File: src/rtl/ddm_params.svh
// Purpose: Register offsets, field positions and reset values for the
//          downconverter mixer and I/Q order control.
// Assumes: Byte-wide registers on a plain address/strobe port.
// Notes:   Definitions only; included by bare name.
`ifndef DDM_PARAMS_SVH
`define DDM_PARAMS_SVH

// Sample and oscillator widths
`define DDM_DW          16
`define DDM_FW          32

// Register offsets
`define DDM_OFS_DEC     8'h25
`define DDM_OFS_GAIN    8'h26
`define DDM_OFS_ORD_A   8'h27
`define DDM_OFS_FW_A0   8'h2A
`define DDM_OFS_FW_A1   8'h2B
`define DDM_OFS_FW_A2   8'h2C
`define DDM_OFS_FW_A3   8'h2D
`define DDM_OFS_ORD_B   8'h2E

// Reset value of every control register
`define DDM_RST_REG     8'h00

// Decimation register field
`define DDM_BIT_REAL    3
`define DDM_DEC_MASK    8'h08

// Gain register fields
`define DDM_GAIN_A_HI   7
`define DDM_GAIN_A_LO   6
`define DDM_BIT_RLD_A   5
`define DDM_BIT_QMIX_A  4
`define DDM_GAIN_B_HI   3
`define DDM_GAIN_B_LO   2
`define DDM_BIT_RLD_B   1
`define DDM_BIT_QMIX_B  0

// Ordering register fields
`define DDM_BIT_SWAP    4
`define DDM_BIT_QDEL    3
`define DDM_BIT_QINV    2
`define DDM_ORD_MASK    8'h1C

// Gain codes
`define DDM_GAIN_NONE   2'h0
`define DDM_GAIN_3DB    2'h1
`define DDM_GAIN_6DB    2'h2

`endif

File: src/rtl/ddm_pkg.sv
// Purpose: Types shared by the downconverter mixer block and its bench.
// Assumes: ddm_params.svh supplies the sample width.
// Notes:   Nothing here is imported; users write ddm_pkg::name.
`include "ddm_params.svh"
package ddm_pkg;

  // One output word of the I/Q stream
  typedef struct packed {
    logic                chan;
    logic                is_q;
    logic [`DDM_DW-1:0]  data;
  } ddm_word_t;

  // Output sequencer states
  typedef enum logic [2:0] {
    ST_IDLE     = 3'b000,
    ST_A_FIRST  = 3'b001,
    ST_A_SECOND = 3'b010,
    ST_B_FIRST  = 3'b011,
    ST_B_SECOND = 3'b100
  } ddm_state_t;

endpackage

File: src/rtl/ddm_top.sv
// Purpose: Two-channel downconverter mixer stage with loss-compensation
//          gain, oscillator control and I/Q output ordering.
// Assumes: Byte registers on a plain strobe port; samples arrive on the
//          same clock with valid/ready.
// Notes:   Output words go through an 8-deep FIFO; the source stalls
//          while the sequencer drains a sample.
`include "ddm_params.svh"
module ddm_top #(
  parameter int DEPTH = 8
) (
  input  wire logic                sys_clk,
  input  wire logic                rst_b,
  input  wire logic [7:0]          reg_addr,
  input  wire logic [7:0]          reg_wdata,
  input  wire logic                reg_wr,
  input  wire logic                reg_rd,
  output logic      [7:0]          reg_rdata,
  input  wire logic [`DDM_FW-1:0]  osc_freq_word_b,
  input  wire logic                in_valid,
  output logic                     in_ready,
  input  wire logic [`DDM_DW-1:0]  in_a,
  input  wire logic [`DDM_DW-1:0]  in_b,
  output logic                     out_valid,
  input  wire logic                out_ready,
  output ddm_pkg::ddm_word_t       out_word
);
  localparam int DW = `DDM_DW;

  logic [7:0]          gain_q;
  logic [7:0]          ord_a_q;
  logic [7:0]          ord_b_q;
  logic [7:0]          dec_q;
  logic [`DDM_FW-1:0]  fw_a_q;
  logic [1:0]          rld_prev_q;
  logic                real_mode;
  logic [1:0]          gain_c [2];
  logic [1:0]          swap_v;
  logic [1:0]          qdel_v;
  logic [1:0]          qinv_v;
  logic [1:0]          qmix_v;
  logic [1:0]          rld_bit_v;
  logic [1:0]          rld_v;
  logic [1:0]          rot [2];
  logic [`DDM_FW-1:0]  phase [2];
  logic [`DDM_FW-1:0]  fw_sel [2];
  logic [DW-1:0]       samp [2];
  logic signed [DW:0]  ext_v [2];
  logic signed [DW:0]  neg_v [2];
  logic signed [DW:0]  mix_i [2];
  logic signed [DW:0]  mix_q [2];
  logic [DW-1:0]       hold_q [2];
  logic [DW-1:0]       i_q [2];
  logic [DW-1:0]       q_q [2];
  logic                accept;
  logic                ch;
  logic                first;
  logic                fifo_in_valid;
  logic                fifo_in_ready;
  ddm_pkg::ddm_word_t  wr_word;
  ddm_pkg::ddm_state_t state_q;
  ddm_pkg::ddm_state_t state_d;

  // Field views of the control registers
  assign real_mode    = dec_q[`DDM_BIT_REAL];
  assign gain_c[0]    = gain_q[`DDM_GAIN_A_HI:`DDM_GAIN_A_LO];
  assign gain_c[1]    = gain_q[`DDM_GAIN_B_HI:`DDM_GAIN_B_LO];
  assign swap_v       = {ord_b_q[`DDM_BIT_SWAP], ord_a_q[`DDM_BIT_SWAP]};
  assign qdel_v       = {ord_b_q[`DDM_BIT_QDEL], ord_a_q[`DDM_BIT_QDEL]};
  assign qinv_v       = {ord_b_q[`DDM_BIT_QINV], ord_a_q[`DDM_BIT_QINV]};
  assign qmix_v       = {gain_q[`DDM_BIT_QMIX_B], gain_q[`DDM_BIT_QMIX_A]};
  assign rld_bit_v    = {gain_q[`DDM_BIT_RLD_B], gain_q[`DDM_BIT_RLD_A]};
  assign rld_v        = rld_bit_v ^ rld_prev_q;
  assign samp[0]      = in_a;
  assign samp[1]      = in_b;
  assign fw_sel[0]    = fw_a_q;
  assign fw_sel[1]    = osc_freq_word_b;

  // Loss-compensation gain with saturation; 3 dB is about x1.406
  function automatic logic [DW-1:0] apply_gain(
    input logic signed [DW:0] x,
    input logic        [1:0]  code
  );
    logic signed [DW+2:0] ext;
    logic signed [DW+2:0] w;
    ext = {{2{x[DW]}}, x};
    case (code)
      `DDM_GAIN_3DB: w = ext + (ext >>> 2) + (ext >>> 3) + (ext >>> 5);
      `DDM_GAIN_6DB: w = ext <<< 1;
      default:       w = ext; // Code 11 unused, treated as no gain
    endcase
    if (w[DW+2:DW-1] == '0 || w[DW+2:DW-1] == '1) begin
      apply_gain = w[DW-1:0];
    end else begin
      apply_gain = w[DW+2] ? {1'b1, {(DW-1){1'b0}}} : {1'b0, {(DW-1){1'b1}}};
    end
  endfunction

  // Control registers; reserved bits are not stored
  always_ff @(posedge sys_clk or negedge rst_b) begin
    if (!rst_b) begin
      gain_q  <= `DDM_RST_REG;
      ord_a_q <= `DDM_RST_REG;
      ord_b_q <= `DDM_RST_REG;
      dec_q   <= `DDM_RST_REG;
    end else if (reg_wr) begin
      case (reg_addr)
        `DDM_OFS_GAIN:  gain_q  <= reg_wdata;
        `DDM_OFS_ORD_A: ord_a_q <= reg_wdata & `DDM_ORD_MASK;
        `DDM_OFS_ORD_B: ord_b_q <= reg_wdata & `DDM_ORD_MASK;
        `DDM_OFS_DEC:   dec_q   <= reg_wdata & `DDM_DEC_MASK;
        default: ;
      endcase
    end
  end

  // Frequency word A; real mode holds it at zero and drops writes
  always_ff @(posedge sys_clk or negedge rst_b) begin
    if (!rst_b) begin
      fw_a_q <= '0;
    end else if (real_mode) begin
      fw_a_q <= '0;
    end else if (reg_wr) begin
      case (reg_addr)
        `DDM_OFS_FW_A0: fw_a_q[7:0]   <= reg_wdata;
        `DDM_OFS_FW_A1: fw_a_q[15:8]  <= reg_wdata;
        `DDM_OFS_FW_A2: fw_a_q[23:16] <= reg_wdata;
        `DDM_OFS_FW_A3: fw_a_q[31:24] <= reg_wdata;
        default: ;
      endcase
    end
  end

  // Remember reload bits so any change of level gives one pulse
  always_ff @(posedge sys_clk or negedge rst_b) begin
    if (!rst_b) begin
      rld_prev_q <= 2'h0;
    end else begin
      rld_prev_q <= rld_bit_v;
    end
  end

  // Read data valid the cycle after the strobe; unmapped reads give 0
  always_ff @(posedge sys_clk or negedge rst_b) begin
    if (!rst_b) begin
      reg_rdata <= 8'h00;
    end else if (reg_rd) begin
      case (reg_addr)
        `DDM_OFS_DEC:   reg_rdata <= dec_q;
        `DDM_OFS_GAIN:  reg_rdata <= gain_q;
        `DDM_OFS_ORD_A: reg_rdata <= ord_a_q;
        `DDM_OFS_FW_A0: reg_rdata <= fw_a_q[7:0];
        `DDM_OFS_FW_A1: reg_rdata <= fw_a_q[15:8];
        `DDM_OFS_FW_A2: reg_rdata <= fw_a_q[23:16];
        `DDM_OFS_FW_A3: reg_rdata <= fw_a_q[31:24];
        `DDM_OFS_ORD_B: reg_rdata <= ord_b_q;
        default:        reg_rdata <= 8'h00;
      endcase
    end else begin
      reg_rdata <= 8'h00;
    end
  end

  // One oscillator per channel; quarter-rate only in complex mode
  for (genvar g = 0; g < 2; g++) begin : g_osc
    ddm_osc u_osc (
      .sys_clk   (sys_clk),
      .rst_b     (rst_b),
      .step      (accept),
      .reload    (rld_v[g]),
      .quarter   (qmix_v[g] && !real_mode),
      .invert    (qinv_v[g]),
      .freq_word (fw_sel[g]),
      .phase_q   (phase[g]),
      .rot       (rot[g])
    );
  end

  // Mixer: multiply by a quarter-turn rotation; real mode passes through
  always_comb begin
    for (int c = 0; c < 2; c++) begin
      ext_v[c] = {samp[c][DW-1], samp[c]};
      neg_v[c] = -ext_v[c];
      mix_i[c] = ext_v[c];
      mix_q[c] = '0;
      if (!real_mode) begin
        case (rot[c])
          2'h1: begin
            mix_i[c] = '0;
            mix_q[c] = neg_v[c];
          end
          2'h2: begin
            mix_i[c] = neg_v[c];
          end
          2'h3: begin
            mix_i[c] = '0;
            mix_q[c] = ext_v[c];
          end
          default: ;
        endcase
      end
    end
  end

  // Capture gained I/Q; Q-delay pairs the held I with the newer Q
  always_ff @(posedge sys_clk or negedge rst_b) begin
    if (!rst_b) begin
      for (int c = 0; c < 2; c++) begin
        hold_q[c] <= '0;
        i_q[c]    <= '0;
        q_q[c]    <= '0;
      end
    end else if (accept) begin
      for (int c = 0; c < 2; c++) begin
        hold_q[c] <= apply_gain(mix_i[c], gain_c[c]);
        q_q[c]    <= apply_gain(mix_q[c], gain_c[c]);
        if (qdel_v[c] && !real_mode) begin
          i_q[c] <= hold_q[c];
        end else begin
          i_q[c] <= apply_gain(mix_i[c], gain_c[c]);
        end
      end
    end
  end

  // Sequencer stalls the source until both channels are written out
  assign in_ready      = (state_q == ddm_pkg::ST_IDLE);
  assign accept        = in_valid && in_ready;
  assign fifo_in_valid = (state_q != ddm_pkg::ST_IDLE);

  always_comb begin
    state_d = state_q;
    case (state_q)
      ddm_pkg::ST_IDLE: begin
        if (accept) begin
          state_d = ddm_pkg::ST_A_FIRST;
        end
      end
      ddm_pkg::ST_A_FIRST: begin
        if (fifo_in_ready) begin
          state_d = real_mode ? ddm_pkg::ST_B_FIRST : ddm_pkg::ST_A_SECOND;
        end
      end
      ddm_pkg::ST_A_SECOND: begin
        if (fifo_in_ready) begin
          state_d = ddm_pkg::ST_B_FIRST;
        end
      end
      ddm_pkg::ST_B_FIRST: begin
        if (fifo_in_ready) begin
          state_d = real_mode ? ddm_pkg::ST_IDLE : ddm_pkg::ST_B_SECOND;
        end
      end
      ddm_pkg::ST_B_SECOND: begin
        if (fifo_in_ready) begin
          state_d = ddm_pkg::ST_IDLE;
        end
      end
      default: state_d = ddm_pkg::ST_IDLE;
    endcase
  end

  always_ff @(posedge sys_clk or negedge rst_b) begin
    if (!rst_b) begin
      state_q <= ddm_pkg::ST_IDLE;
    end else begin
      state_q <= state_d;
    end
  end

  // Word order; real mode sends I only and ignores the swap bits
  always_comb begin
    ch    = (state_q == ddm_pkg::ST_B_FIRST) ||
            (state_q == ddm_pkg::ST_B_SECOND);
    first = (state_q == ddm_pkg::ST_A_FIRST) ||
            (state_q == ddm_pkg::ST_B_FIRST);
    wr_word.chan = ch;
    if (real_mode) begin
      wr_word.is_q = 1'b0;
    end else begin
      wr_word.is_q = first ? swap_v[ch] : !swap_v[ch];
    end
    wr_word.data = wr_word.is_q ? q_q[ch] : i_q[ch];
  end

  // Output FIFO; a slow sink backs up into in_ready
  ddm_fifo #(
    .WIDTH ($bits(ddm_pkg::ddm_word_t)),
    .DEPTH (DEPTH)
  ) u_fifo (
    .sys_clk   (sys_clk),
    .rst_b     (rst_b),
    .in_valid  (fifo_in_valid),
    .in_ready  (fifo_in_ready),
    .in_data   (wr_word),
    .out_valid (out_valid),
    .out_ready (out_ready),
    .out_data  (out_word)
  );
endmodule

File: src/rtl/ddm_fifo.sv
// Purpose: Small synchronous FIFO with valid/ready on both sides.
// Assumes: One clock; DEPTH is a power of two.
// Notes:   Full and empty come from pointers with one extra wrap bit.
module ddm_fifo #(
  parameter int WIDTH = 18,
  parameter int DEPTH = 8
) (
  input  wire logic             sys_clk,
  input  wire logic             rst_b,
  input  wire logic             in_valid,
  output logic                  in_ready,
  input  wire logic [WIDTH-1:0] in_data,
  output logic                  out_valid,
  input  wire logic             out_ready,
  output logic      [WIDTH-1:0] out_data
);
  localparam int AW = $clog2(DEPTH);

  logic [WIDTH-1:0] mem_q [DEPTH];
  logic [AW:0]      wr_ptr_q;
  logic [AW:0]      rd_ptr_q;
  logic             push;
  logic             pop;

  // Full when pointers differ only in the wrap bit
  assign in_ready  = (wr_ptr_q != {~rd_ptr_q[AW], rd_ptr_q[AW-1:0]});
  assign out_valid = (wr_ptr_q != rd_ptr_q);
  assign push      = in_valid && in_ready;
  assign pop       = out_valid && out_ready;
  assign out_data  = mem_q[rd_ptr_q[AW-1:0]];

  // Storage has no reset; only pointers need a defined value
  always_ff @(posedge sys_clk) begin
    if (push) begin
      mem_q[wr_ptr_q[AW-1:0]] <= in_data;
    end
  end

  // Pointer update
  always_ff @(posedge sys_clk or negedge rst_b) begin
    if (!rst_b) begin
      wr_ptr_q <= '0;
      rd_ptr_q <= '0;
    end else begin
      if (push) begin
        wr_ptr_q <= wr_ptr_q + 1'b1;
      end
      if (pop) begin
        rd_ptr_q <= rd_ptr_q + 1'b1;
      end
    end
  end
endmodule

File: src/rtl/ddm_osc.sv
// Purpose: Per-channel oscillator: phase accumulator and quarter-rate
//          rotation counter giving a two-bit mixer rotation index.
// Assumes: step is high once per accepted input sample.
// Notes:   Coarse mixer: the top two phase bits pick the rotation; in quarter mode the counter does.
`include "ddm_params.svh"
module ddm_osc (
  input  wire logic              sys_clk,
  input  wire logic              rst_b,
  input  wire logic              step,
  input  wire logic              reload,
  input  wire logic              quarter,
  input  wire logic              invert,
  input  wire logic [`DDM_FW-1:0] freq_word,
  output logic      [`DDM_FW-1:0] phase_q,
  output logic      [1:0]        rot
);
  logic [`DDM_FW-1:0] freq_q;
  logic [1:0]         qcnt_q;
  logic [1:0]         base;

  // Reload wins over step so the new word starts from phase zero
  always_ff @(posedge sys_clk or negedge rst_b) begin
    if (!rst_b) begin
      phase_q <= '0;
      freq_q  <= '0;
    end else if (reload) begin
      phase_q <= '0;
      freq_q  <= freq_word;
    end else if (step) begin
      phase_q <= phase_q + freq_q;
    end
  end

  // Quarter-rate counter walks 0,1,2,3 per sample
  always_ff @(posedge sys_clk or negedge rst_b) begin
    if (!rst_b) begin
      qcnt_q <= 2'h0;
    end else if (reload) begin
      qcnt_q <= 2'h0;
    end else if (step) begin
      qcnt_q <= qcnt_q + 2'h1;
    end
  end

  // Inversion runs the quarter-rate rotation backwards
  always_comb begin
    base = quarter ? qcnt_q : phase_q[`DDM_FW-1 -: 2];
    rot  = (quarter && invert) ? 2'(-base) : base;
  end
endmodule

File: config.mk
export PLATFORM = sky130hd
export DESIGN_NAME = ddm_top
export DESIGN_NICKNAME = d
export VERILOG_FILES = /design/src/rtl/ddm_pkg.sv /design/src/rtl/ddm_top.sv /design/src/rtl/ddm_fifo.sv /design/src/rtl/ddm_osc.sv
export VERILOG_INCLUDE_DIRS = /design/src /design/src/rtl
export SDC_FILE = /design/constraint.sdc
export NUM_CORES = 1
export LEC_CHECK = 0
export BUFFER_PORTS_ARGS = -buffer_cell sky130_fd_sc_hd__buf_2
export CORE_AREA = 2 2 267 269
export DETAILED_ROUTE_END_ITERATION = 6
export DIE_AREA = 0 0 269 271
export GPL_TIMING_DRIVEN = 0
export MAX_ROUTING_LAYER = met4
export SYNTH_ARGS = -nofsm -noshare
export SYNTH_HDL_FRONTEND = slang
export SYNTH_HIERARCHICAL = 1
export SYNTH_SLANG_ARGS = --single-unit
File: constraint.sdc
create_clock -name sys_clk -period 19.1 [get_ports sys_clk]
set_input_delay 3.82 -clock sys_clk [delete_from_list [all_inputs] [get_ports sys_clk]]
set_output_delay 3.82 -clock sys_clk [all_outputs]
set_load 0.005 [all_outputs]
== Word-level counts from Yosys, hierarchy flattened ==
Memories as Yosys holds them, arrays and structs flattened.
Cells that the tools add are included.

* Register bits after elaboration: 296
* Bits in writable memories: 144
* Memories: 1

{| class="wikitable"
|+ Memories
! memory !! depth !! bits a word !! read ports !! clocked after Yosys merged registers in !! wr ports !! line !! RTL
|-
| u_fifo.mem_q || 8 || 18 || 1 || 0 || 1 || ddm_fifo.sv:19 || <nowiki>logic [WIDTH-1:0] mem_q [DEPTH];</nowiki>
|}

* Add/sub/neg operators: 22
* $lt $le $gt $ge: 2
* Equality and inequality tests: 35
* Multiplexer cells: 75
* Bitwise operators: 3
* Reductions and logical operators: 45

{| class="wikitable"
|+ Operator list
! operator !! number
|-
| $mux 16 || 21
|-
| $mux 32 || 6
|-
| $mux 19 || 8
|-
| $pmux 19 s2 || 4
|-
| $pmux 17 s2 || 4
|-
| $add 18x14->19 || 4
|-
| $add 19x12->19 || 4
|-
| $add 17x15->18 || 4
|-
| $mux 17 || 4
|-
| $add 32x32->32 || 2
|-
| $eq 8x6->1 const B || 8
|-
| $pmux 8 s8 || 1
|-
| $mux 8 || 5
|-
| $neg 16->17 || 2
|-
| $eq 4x4->1 const B || 6
|-
| $logic_not 4->1 || 6
|-
| $mux 3 || 6
|-
| $mux 2 || 8
|-
| $reduce_and 2->1 || 8
|-
| $pmux 3 s5 || 1
|-
| $reduce_bool 2->1 || 7
|-
| $eq 2x2->1 const B || 6
|-
| $ne 2x1->1 const B || 5
|-
| $logic_and 1x1->1 || 9
|-
| 20 further kinds || 43
|}

== Depth between registers and ports, before layout ==
Gate-level depths: netlist of run 1.

* Depth after elaboration: 19
* Gate-level depth with buffers: 31

== By module ==
Netlist of run 1, hierarchy kept.

{| class="wikitable"
|+ Modules (own cells, without submodules)
! module !! instances !! cells each !! area an instance (um^2) !! sequential area each (um^2)
|-
| ddm_top || 1 || 2,066 || 16,796.1 || 3,903.7
|-
| ddm_fifo || 1 || 266 || 6,040.8 || 4,524.3
|-
| ddm_osc (g_osc[1].u_osc) || 1 || 432 || 4,274.1 || 1,651.6
|-
| ddm_osc (g_osc[0].u_osc) || 1 || 432 || 4,212.8 || 1,651.6
|}

== Worst setup path before layout of run 1 ==
OpenSTA, ideal clock, no wires.

* Path kind: input to register
* From: in in_b[2]
* To: reg i_q[12] in the netlist's numbering
* Setup time: 0.131 ns
* Arrival time: 9.083 ns
* Data required time: 18.969 ns
* Slack: 9.886 ns
* Cell stages on the path: 20
* Cell sequence: buf_2 or4_4 nor3_1 a21oi_1 o22ai_1 inv_1 fa_1 fa_1 inv_1 ha_1 o21ai_0 a21boi_0 a31oi_1 o311a_1 or2_2 a211oi_2 or4b_1 a21oi_4 buf_6 a21oi_1

* Longest elaborated chain between the ends: 13
* Elaborated cells on any way between the ends: 15
* Classes of those cells: add/sub: 4; eq/ne: 1; mux: 8; reduce/logical: 2

{| class="wikitable"
|+ RTL lines
! what !! line !! RTL
|-
| from (decl) || ddm_top.sv:22 || <nowiki>input wire logic [`DDM_DW-1:0] in_b,</nowiki>
|-
| $neg 16->17 || ddm_top.sv:182 || <nowiki>neg_v[c] = -ext_v[c];</nowiki>
|-
| $pmux 17 s2 || ddm_top.sv:186 || <nowiki>case (rot[c])</nowiki>
|-
| $mux 17 * || ddm_top.sv:185 || <nowiki>if (!real_mode) begin</nowiki>
|-
| $add 17x15->18 || ddm_top.sv:87 || <nowiki>`DDM_GAIN_3DB: w = ext + (ext >>> 2) + (ext >>> 3) + (ext >>> 5);</nowiki>
|-
| $add 18x14->19 || ddm_top.sv:87 ||
|-
| $add 19x12->19 || ddm_top.sv:87 ||
|-
| $pmux 19 s2 * || ddm_top.sv:86 || <nowiki>case (code)</nowiki>
|-
| $mux 19 * || ddm_top.sv:216 || <nowiki>if (qdel_v[c] && !real_mode) begin</nowiki>
|-
| $mux 19 * || ddm_top.sv:212 || <nowiki>end else if (accept) begin</nowiki>
|-
| $eq 4x4->1 or $logic_not 4->1 (tied branches) || ddm_top.sv:91 || <nowiki>if (w[DW+2:DW-1] == '0 || w[DW+2:DW-1] == '1) begin</nowiki>
|-
| $logic_or 1x1->1 || ddm_top.sv:91 ||
|-
| $mux 16 * || ddm_top.sv:91 ||
|-
| $mux 16 * || ddm_top.sv:216 ||
|-
| to (signal, indexed assignment) || ddm_top.sv:217 || <nowiki>i_q[c] <= hold_q[c];</nowiki>
|-
| to (signal, indexed assignment) || ddm_top.sv:219 || <nowiki>i_q[c] <= apply_gain(mix_i[c], gain_c[c]);</nowiki>
|-
| to (decl) || ddm_top.sv:52 || <nowiki>logic [DW-1:0] i_q [2];</nowiki>
|}

Mark *: on every way between the ends. The rest lies on a longest branch, timed or not. The select of a mux whose other input is x is not followed.
A chain may end at the register's enable or synchronous reset.

==> results.yml, run 1 <==
placed_design:
  pre_cts_ws_ns: 8.21
  detailedPlacementHpwl_microns: 70200
  place.gp.congestion: 0.941
  io_buffers: 103
  place_inst: 4256
worst_setup_path:
  worst_setup_path_end_kind: "flip-flop"
  critPathKind: "flip-flop to flip-flop"
  worstPathArrival_ns: 11.53
  setup.worst_path.start_class: "flip-flop"
  critPathMaxFanout: 10
  worst_ep_required_time_ns: 19.53
worst_hold_path:
  hold_path_class: "flip-flop to flip-flop"
grt:
  grt_pass1_wl_microns: 143000
  grt_overall_usage: 0.255
  grt-ovfl-total: 0
  largest_net_degree_at_the_start_of_global_routing: 122
  first_global_vias: 25575
  antenna_found_initial: 1
routing:
  route.vias.total: 25708
  final_antenna_net_count: 0
  met2RoutedLength_microns: 45200
  via_per_inst: 5.92
  dr_drc_count: 6
  dr.pass1.iters: 7
  met1_routed_wirelength_after_detailed_routing_microns: 39100
  detailroute.wirelength.met3_microns: 4240
  wl_per_cell_microns: 21.0
  routed_wirelength_microns: 91000
  top_layer: "met4"
  drtIter0Drc: 1694
timing:
  final_number_of_hold_violating_endpoints: 0
  fin_crit_sh: 0.581
  finClkSkew_ns: 0.0508
  grt_setup_unrepaired: "no"
  slew_viol_final: 0
  timing.max_slew.rel_slack: 0.0402
  tightestPinTransition_ns: 1.43
  maxClockFrequency_mhz: 90.1
  setup_slack_ns: 8.00
  finalCriticalPeriod_ns: 11.10
  totalNegativeSetupSlack_ns: 0
  report.final.setup_viol: 0
finish:
  antenna_cells_inserted: 0
  syn_to_final_growth_pct: 11.3
  mostFrequentLayoutCells: "sky130_fd_sc_hd__dfrtp_1 (296), sky130_fd_sc_hd__a21oi_1 (294), sky130_fd_sc_hd__nor2_1 (249), sky130_fd_sc_hd__nand2_1 (219), sky130_fd_sc_hd__inv_1 (211)"
  nets: 3700
  final_cells: 4340
  drive_gt1_frac: 0.143
  layout.cells.most_common: "sky130_fd_sc_hd__dfrtp_1"
cts:
  cts_max_level: 2
  cts_inserted_buffers: 46
  clkSlewWorstSetupHoldPaths_ns: 0.06
  insertion_delay_ns: 0.60
  tritoncts_sinks: 440
  cts_hold_buf: 0
  cts-resized-gates: 0
  clock-root-buffer: "sky130_fd_sc_hd__clkbuf_16"
  post-cts-setup-buffers: 0
  clk_path_buf_depth: 3
  tritoncts: "built"
logic_synthesis:
  post_synth_instance_area_sq_um: 31300
  synth.distinct_cells: 120
  netlist_top_cells_area: "sky130_fd_sc_hd__dfrtp_1 (24%), sky130_fd_sc_hd__edfxtp_1 (14%), sky130_fd_sc_hd__ha_1 (7.2%)"
  synth_enable_flop_cells: 144
  yosys_reg_bits: 440
  synth_fp_nets: 3532
  synth.yosys.warnings: 6
  synth-async-reset-ratio: 0.673
  ys_seq_area_frac: 0.375
  primary_flip_flop_cell_chosen_by_synthesis_mapping: "sky130_fd_sc_hd__dfrtp_1"
  synth_largest_area_cell: "sky130_fd_sc_hd__dfrtp_1"
  synth.top_cell.area_share: 0.236
  syn_area_per_cell_sq_um: 9.80
  synth_cells: 3196
outcome:
  result_of_the_run: "finished, violations left"
  failing_checks: "DRC"
die:
  die_w_microns: 269
  die-area_sq_um: 72900
  initial_core_utilization: 0.449
  floorplan.core_area_sq_um: 69800
  pin_count: 114
  die_height_microns: 271
  rows: 97
power:
  power_leakage_nw: 15.0
  vdd_ir_drop_max_v: 0.000150
  power-per-cell-area_nw_per_um2: 207
flow_run:
  max_cap_violations: 0
[worst max-delay path, cell delays in order, from the launching register on]
cell and delay [ns]:
sky130_fd_sc_hd__dfrtp_1 0.41, sky130_fd_sc_hd__clkbuf_1 0.55, sky130_fd_sc_hd__clkbuf_1 0.79, sky130_fd_sc_hd__clkbuf_1 0.93
sky130_fd_sc_hd__buf_1 0.56, sky130_fd_sc_hd__nor2b_1 0.23, sky130_fd_sc_hd__a21oi_1 0.68, sky130_fd_sc_hd__clkbuf_1 0.43
sky130_fd_sc_hd__clkbuf_1 0.38, sky130_fd_sc_hd__clkbuf_1 0.42, sky130_fd_sc_hd__o21ai_0 0.16, sky130_fd_sc_hd__a21oi_1 0.70
sky130_fd_sc_hd__inv_1 0.15, sky130_fd_sc_hd__fa_1 0.53, sky130_fd_sc_hd__fa_1 0.52, sky130_fd_sc_hd__inv_1 0.05
sky130_fd_sc_hd__ha_1 0.34, sky130_fd_sc_hd__o21ai_0 0.23, sky130_fd_sc_hd__nor2_1 0.10, sky130_fd_sc_hd__o311ai_0 0.49
sky130_fd_sc_hd__a31oi_1 0.29, sky130_fd_sc_hd__and4_1 0.27, sky130_fd_sc_hd__a311oi_1 0.84, sky130_fd_sc_hd__o41a_1 0.30
sky130_fd_sc_hd__buf_2 0.21, sky130_fd_sc_hd__nand2_1 0.17, sky130_fd_sc_hd__o311ai_0 0.18
[layout make-up]
type	count	area (sq um)
Clock buffer	57	1240
Inverter	215	807
Tap cell	940	1180
Fill cell	6411	34900
Clock inverter	27	349
Multi-Input combinational cell	2376	18100
Sequential cell	440	11700
Buffer	165	754
Timing Repair Buffer	120	727
[synth_stat cells, types with 12 or more instances]
| cell type | n |
|---|---|
| sky130_fd_sc_hd__clkbuf_1 | 126 |
| sky130_fd_sc_hd__mux4_2 | 36 |
| sky130_fd_sc_hd__a22oi_1 | 23 |
| sky130_fd_sc_hd__a211o_1 | 13 |
| sky130_fd_sc_hd__o21bai_1 | 15 |
| sky130_fd_sc_hd__fa_1 | 70 |
| sky130_fd_sc_hd__dfrtp_1 | 296 |
| sky130_fd_sc_hd__o221ai_1 | 17 |
| sky130_fd_sc_hd__o21ai_0 | 164 |
| sky130_fd_sc_hd__buf_2 | 14 |
| sky130_fd_sc_hd__nand3b_1 | 17 |
| sky130_fd_sc_hd__a21oi_1 | 294 |
| sky130_fd_sc_hd__a21o_1 | 61 |
| sky130_fd_sc_hd__o21a_1 | 27 |
| sky130_fd_sc_hd__mux2_2 | 118 |
| sky130_fd_sc_hd__a221o_1 | 23 |
| sky130_fd_sc_hd__mux2i_1 | 48 |
| sky130_fd_sc_hd__nand4_1 | 19 |
| sky130_fd_sc_hd__a221oi_1 | 21 |
| sky130_fd_sc_hd__ha_1 | 180 |
| sky130_fd_sc_hd__a31oi_1 | 19 |
| sky130_fd_sc_hd__o221a_2 | 12 |
| sky130_fd_sc_hd__and3_1 | 36 |
| sky130_fd_sc_hd__nand2b_1 | 17 |
| sky130_fd_sc_hd__nor3_1 | 65 |
| sky130_fd_sc_hd__and2_1 | 25 |
| sky130_fd_sc_hd__nand3_1 | 70 |
| sky130_fd_sc_hd__nor2b_1 | 33 |
| sky130_fd_sc_hd__or3_1 | 36 |
| sky130_fd_sc_hd__nor2_1 | 251 |
| sky130_fd_sc_hd__o31ai_1 | 20 |
| sky130_fd_sc_hd__a211oi_1 | 30 |
| sky130_fd_sc_hd__inv_1 | 211 |
| sky130_fd_sc_hd__o22ai_1 | 19 |
| sky130_fd_sc_hd__xor2_1 | 50 |
| sky130_fd_sc_hd__edfxtp_1 | 144 |
| sky130_fd_sc_hd__nand2_1 | 219 |
| sky130_fd_sc_hd__xnor2_1 | 86 |
[path summary, 6_finish.rpt]
kind | from | endpoint | slack, ns | cells past startpoint
worst max-delay path | dec_q[3]$_DFFE_PN0P_ | q_q[5]$_DFFE_PN0P_ | 8.00 | 26
worst min-delay path | gain_q[5]$_DFFE_PN0P_ | rld_prev_q[0]$_DFF_PN0_ | 0.45 | 0
min in group asynchronous | rst_b | g_osc[1].u_osc/freq_q[11]$_DFFE_PN0P_ | 3.23 | 1
worst max register to register | dec_q[3]$_DFFE_PN0P_ | q_q[5]$_DFFE_PN0P_ | 8.00 | 26
worst min register to register | gain_q[5]$_DFFE_PN0P_ | rld_prev_q[0]$_DFF_PN0_ | 0.45 | 0
max in group asynchronous | rst_b | q_q[2]$_DFFE_PN0P_ | 14.34 | 3
[power by group]
part	switching, mW	internal [mW]	leakage [nW]	total (mW)
clock network	0.388	0.548	0.785	0.936
registers	0.173	1.41	5.10	1.58
logic	2.84	1.85	9.13	4.68
[flip-flops by register name (all words and copies together) (netlist names), 8 cells and up]
signal	flops
u_fifo/mem_q	144
g_osc.u_osc/freq_q	64
g_osc.u_osc/phase_q	64
fw_a_q	32
hold_q	32
i_q	32
q_q	32
gain_q	8
reg_rdata	8
[metal layers]
metal,up-vias,global-route usage
met5,-,-
met4,0,0.0727
met3,144,0.0262
met2,715,0.429
met1,12791,0.326
li1,12058,-
[through the flow]
stage	util	hold WS (ns)	area (sq um)	total power, mW
after CTS	0.500	0.450	34900	7.20
final	0.500	0.452	34900	7.20
after global placement	0.473	0.436	33000	6.10
after detailed placement	0.477	0.437	33300	6.23
after global routing	0.500	0.465	34900	7.80
after floorplan	-	0.406	31300	4.98
[logic make-up after synthesis]
family,after synthesis,synth area share
AOI/OAI and AO/OA,913,0.196
and+or+nand+nor,865,0.137
DFF,440,0.375
buffers and inverters,380,0.0498
adders and majority gates,252,0.117
muxes,207,0.0857
xor gates and xnor gates,139,0.0396
No activity file was read; power rests on OpenSTA's default activity.
==> run 2: changes to the inputs <==
==> constraint.sdc (replaced) <==
create_clock -name sys_clk -period 11.3 [get_ports sys_clk]
set_input_delay 2.26 -clock sys_clk [delete_from_list [all_inputs] [get_ports sys_clk]]
set_output_delay 2.26 -clock sys_clk [all_outputs]
set_load 0.005 [all_outputs]
==> run 2 against run 1 <==
The flow now finishes without violations. Wire length hardly changed. Count of clock-buffer cells in the layout stayed put. Sequential power is 69% higher. Clock skew hardly changed. Worst hold slack hardly changed. Clock power is 69% higher. Non-clock buffer count stayed put. Highest routed layer unchanged.
==> results.yml, run 2 (same netlist as run 1, synthesis figures left out) <==
timing:
  tightestPinTransition_ns: 1.42
  finClkSkew_ns: 0.0507
  finalCriticalPeriod_ns: 10.74
  maxClockFrequency_mhz: 93.1
  grt_setup_unrepaired: "no"
  timing.max_slew.rel_slack: 0.0467
  final_number_of_hold_violating_endpoints: 0
  totalNegativeSetupSlack_ns: 0
  slew_viol_final: 0
  fin_crit_sh: 0.951
  report.final.setup_viol: 0
routing:
  wl_per_cell_microns: 21.0
  route.vias.total: 25701
  via_per_inst: 5.92
  dr_drc_count: 0
  final_antenna_net_count: 0
  dr.pass1.iters: 7
  routed_wirelength_microns: 91000
  drtIter0Drc: 1696
cts:
  clk_path_buf_depth: 3
  cts-resized-gates: 0
  tritoncts_sinks: 440
  post-cts-setup-buffers: 0
  clkSlewWorstSetupHoldPaths_ns: 0.06
  tritoncts: "built"
  cts_max_level: 2
  insertion_delay_ns: 0.60
  cts_hold_buf: 0
  cts_inserted_buffers: 46
  clock-root-buffer: "sky130_fd_sc_hd__clkbuf_16"
worst_setup_path:
  ff2ff_path_depth: 26
  worst_reg2reg_path_endpoint: "q_q[5]$_DFFE_PN0P_"
  worst_setup_path_end_kind: "flip-flop"
  crit_path_frequent_cell: "sky130_fd_sc_hd__clkbuf_1"
  critPathKind: "flip-flop to flip-flop"
  critPathMaxFanout: 10
  worst_path_dominant_cell_family: "buffers and inverters"
  rrSetupSlack_ns: 0.56
  number_of_gates_on_the_worst_path_with_buffers_counted: 26
  slowest_stage: "sky130_fd_sc_hd__a311oi_1"
  timing.critical_path.slowest_cell_delay_ns: 0.83
  setup.worst_path.start_class: "flip-flop"
  worst-path-buf-inv: 10
  worstPathArrival_ns: 11.17
  worstReg2RegStart: "dec_q[3]$_DFFE_PN0P_"
  worst_ep_required_time_ns: 11.73
finish:
  nFillCells: 6410
  mostFrequentLayoutCells: "sky130_fd_sc_hd__dfrtp_1 (296), sky130_fd_sc_hd__a21oi_1 (294), sky130_fd_sc_hd__nor2_1 (249), sky130_fd_sc_hd__nand2_1 (219), sky130_fd_sc_hd__inv_1 (211)"
  nets: 3700
  layout.cells.most_common: "sky130_fd_sc_hd__dfrtp_1"
  syn_to_final_growth_pct: 11.3
  antenna_cells_inserted: 0
  multi_input_area_sq_um: 18100
  finalInstanceArea_sq_um: 34900
  flip_flop_count_of_the_largest_register_after_layout: 144
  regArea_sq_um: 11700
  drive_gt1_frac: 0.143
worst_hold_path:
  holdPathStages: 0
  hold_path_class: "flip-flop to flip-flop"
  source_of_the_worst_hold_timing_path: "gain_q[5]$_DFFE_PN0P_"
  hold-path-endpoint: "rld_prev_q[0]$_DFF_PN0_"
die:
  die_height_microns: 271
  rows: 97
  die-area_sq_um: 72900
  die_w_microns: 269
  initial_core_utilization: 0.449
  pin_count: 114
  floorplan.core_area_sq_um: 69800
outcome:
  result_of_the_run: "finished clean"
placed_design:
  place.gp.congestion: 0.941
  io_buffers: 103
  detailedPlacementHpwl_microns: 70200
  post_dp_cell_area_sq_um: 33300
power:
  design_power_total_mw: 12.2
  vdd_ir_drop_max_v: 0.000253
  power_leakage_nw: 15.0
  power-per-cell-area_nw_per_um2: 349
grt:
  grt-ovfl-total: 0
  grt_pass1_wl_microns: 143000
  first_global_vias: 25575
  largest_net_degree_at_the_start_of_global_routing: 122
  grt_overall_usage: 0.255
  antenna_found_initial: 1
flow_run:
  max_cap_violations: 0
-- run 2: cell counts in the layout (fill, tap and decap cells not counted) --
Identical to the previous run, type by type.
-- run 2: metrics by stage --
stage	std cells	hold WS, ns	setup slack (ns)	util
2_1_floorplan	3196	0.406	3.65	-
3_3_place_gp	4239	0.436	0.435	0.473
3_5_place_dp	4256	0.437	0.408	0.477
4_1_cts	4340	0.450	0.347	0.500
5_1_grt	4340	0.465	0.0542	0.500
6_report	4340	0.452	0.559	0.500
-- run 2: cell type report --
type                       count  share of cell area
multi-input combinational   2376               0.519
sequential                   440               0.336
clock buffer                  57              0.0356
tap                          940              0.0337
inverter                     215              0.0231
buffer                       165              0.0217
timing repair buffer         120              0.0208
clock inverter                27              0.0100
-- run 2: worst max-delay path by stage --
stage                         start             endpoint  slack, ns
2_1_floorplan               in_b[2]  i_q[12]$_DFFE_PN0P_       3.65
3_3_place_gp   dec_q[3]$_DFFE_PN0P_   q_q[3]$_DFFE_PN0P_       0.43
3_5_place_dp   dec_q[3]$_DFFE_PN0P_   q_q[3]$_DFFE_PN0P_       0.41
4_1_cts        dec_q[3]$_DFFE_PN0P_   q_q[3]$_DFFE_PN0P_       0.35
5_1_grt        dec_q[3]$_DFFE_PN0P_   q_q[3]$_DFFE_PN0P_       0.05
6_report       dec_q[3]$_DFFE_PN0P_   q_q[5]$_DFFE_PN0P_       0.56
-- run 2: worst reg2reg max path, cell delays in order (launching register included) --
cell and delay, ns:
sky130_fd_sc_hd__dfrtp_1 0.41, sky130_fd_sc_hd__clkbuf_1 0.55, sky130_fd_sc_hd__clkbuf_1 0.80, sky130_fd_sc_hd__clkbuf_2 0.61
sky130_fd_sc_hd__buf_1 0.55, sky130_fd_sc_hd__nor2b_1 0.23, sky130_fd_sc_hd__a21oi_1 0.68, sky130_fd_sc_hd__clkbuf_1 0.44
sky130_fd_sc_hd__clkbuf_1 0.38, sky130_fd_sc_hd__clkbuf_1 0.42, sky130_fd_sc_hd__o21ai_0 0.16, sky130_fd_sc_hd__a21oi_1 0.70
sky130_fd_sc_hd__inv_1 0.16, sky130_fd_sc_hd__fa_1 0.53, sky130_fd_sc_hd__fa_1 0.52, sky130_fd_sc_hd__inv_1 0.05
sky130_fd_sc_hd__ha_1 0.34, sky130_fd_sc_hd__o21ai_0 0.23, sky130_fd_sc_hd__nor2_1 0.10, sky130_fd_sc_hd__o311ai_0 0.49
sky130_fd_sc_hd__a31oi_1 0.29, sky130_fd_sc_hd__and4_1 0.27, sky130_fd_sc_hd__a311oi_1 0.83, sky130_fd_sc_hd__o41a_1 0.30
sky130_fd_sc_hd__buf_2 0.21, sky130_fd_sc_hd__nand2_1 0.18, sky130_fd_sc_hd__o311ai_0 0.18
-- run 2: per-layer routing --
layer,share of wire,wire (microns),GRT usage,vias to the layer above
met5,0,0,-,-
met4,0.027,2460,0.0727,0
met3,0.046,4210,0.0262,146
met2,0.50,45300,0.429,708
met1,0.43,39100,0.326,12789
li1,-,-,-,12058
-- run 2: power breakdown --
group / switching (mW) / internal [mW] / leakage [nW]
Combinational: 4.80 / 3.12 / 9.14
Sequential: 0.293 / 2.38 / 5.10
Clock: 0.656 / 0.926 / 0.785
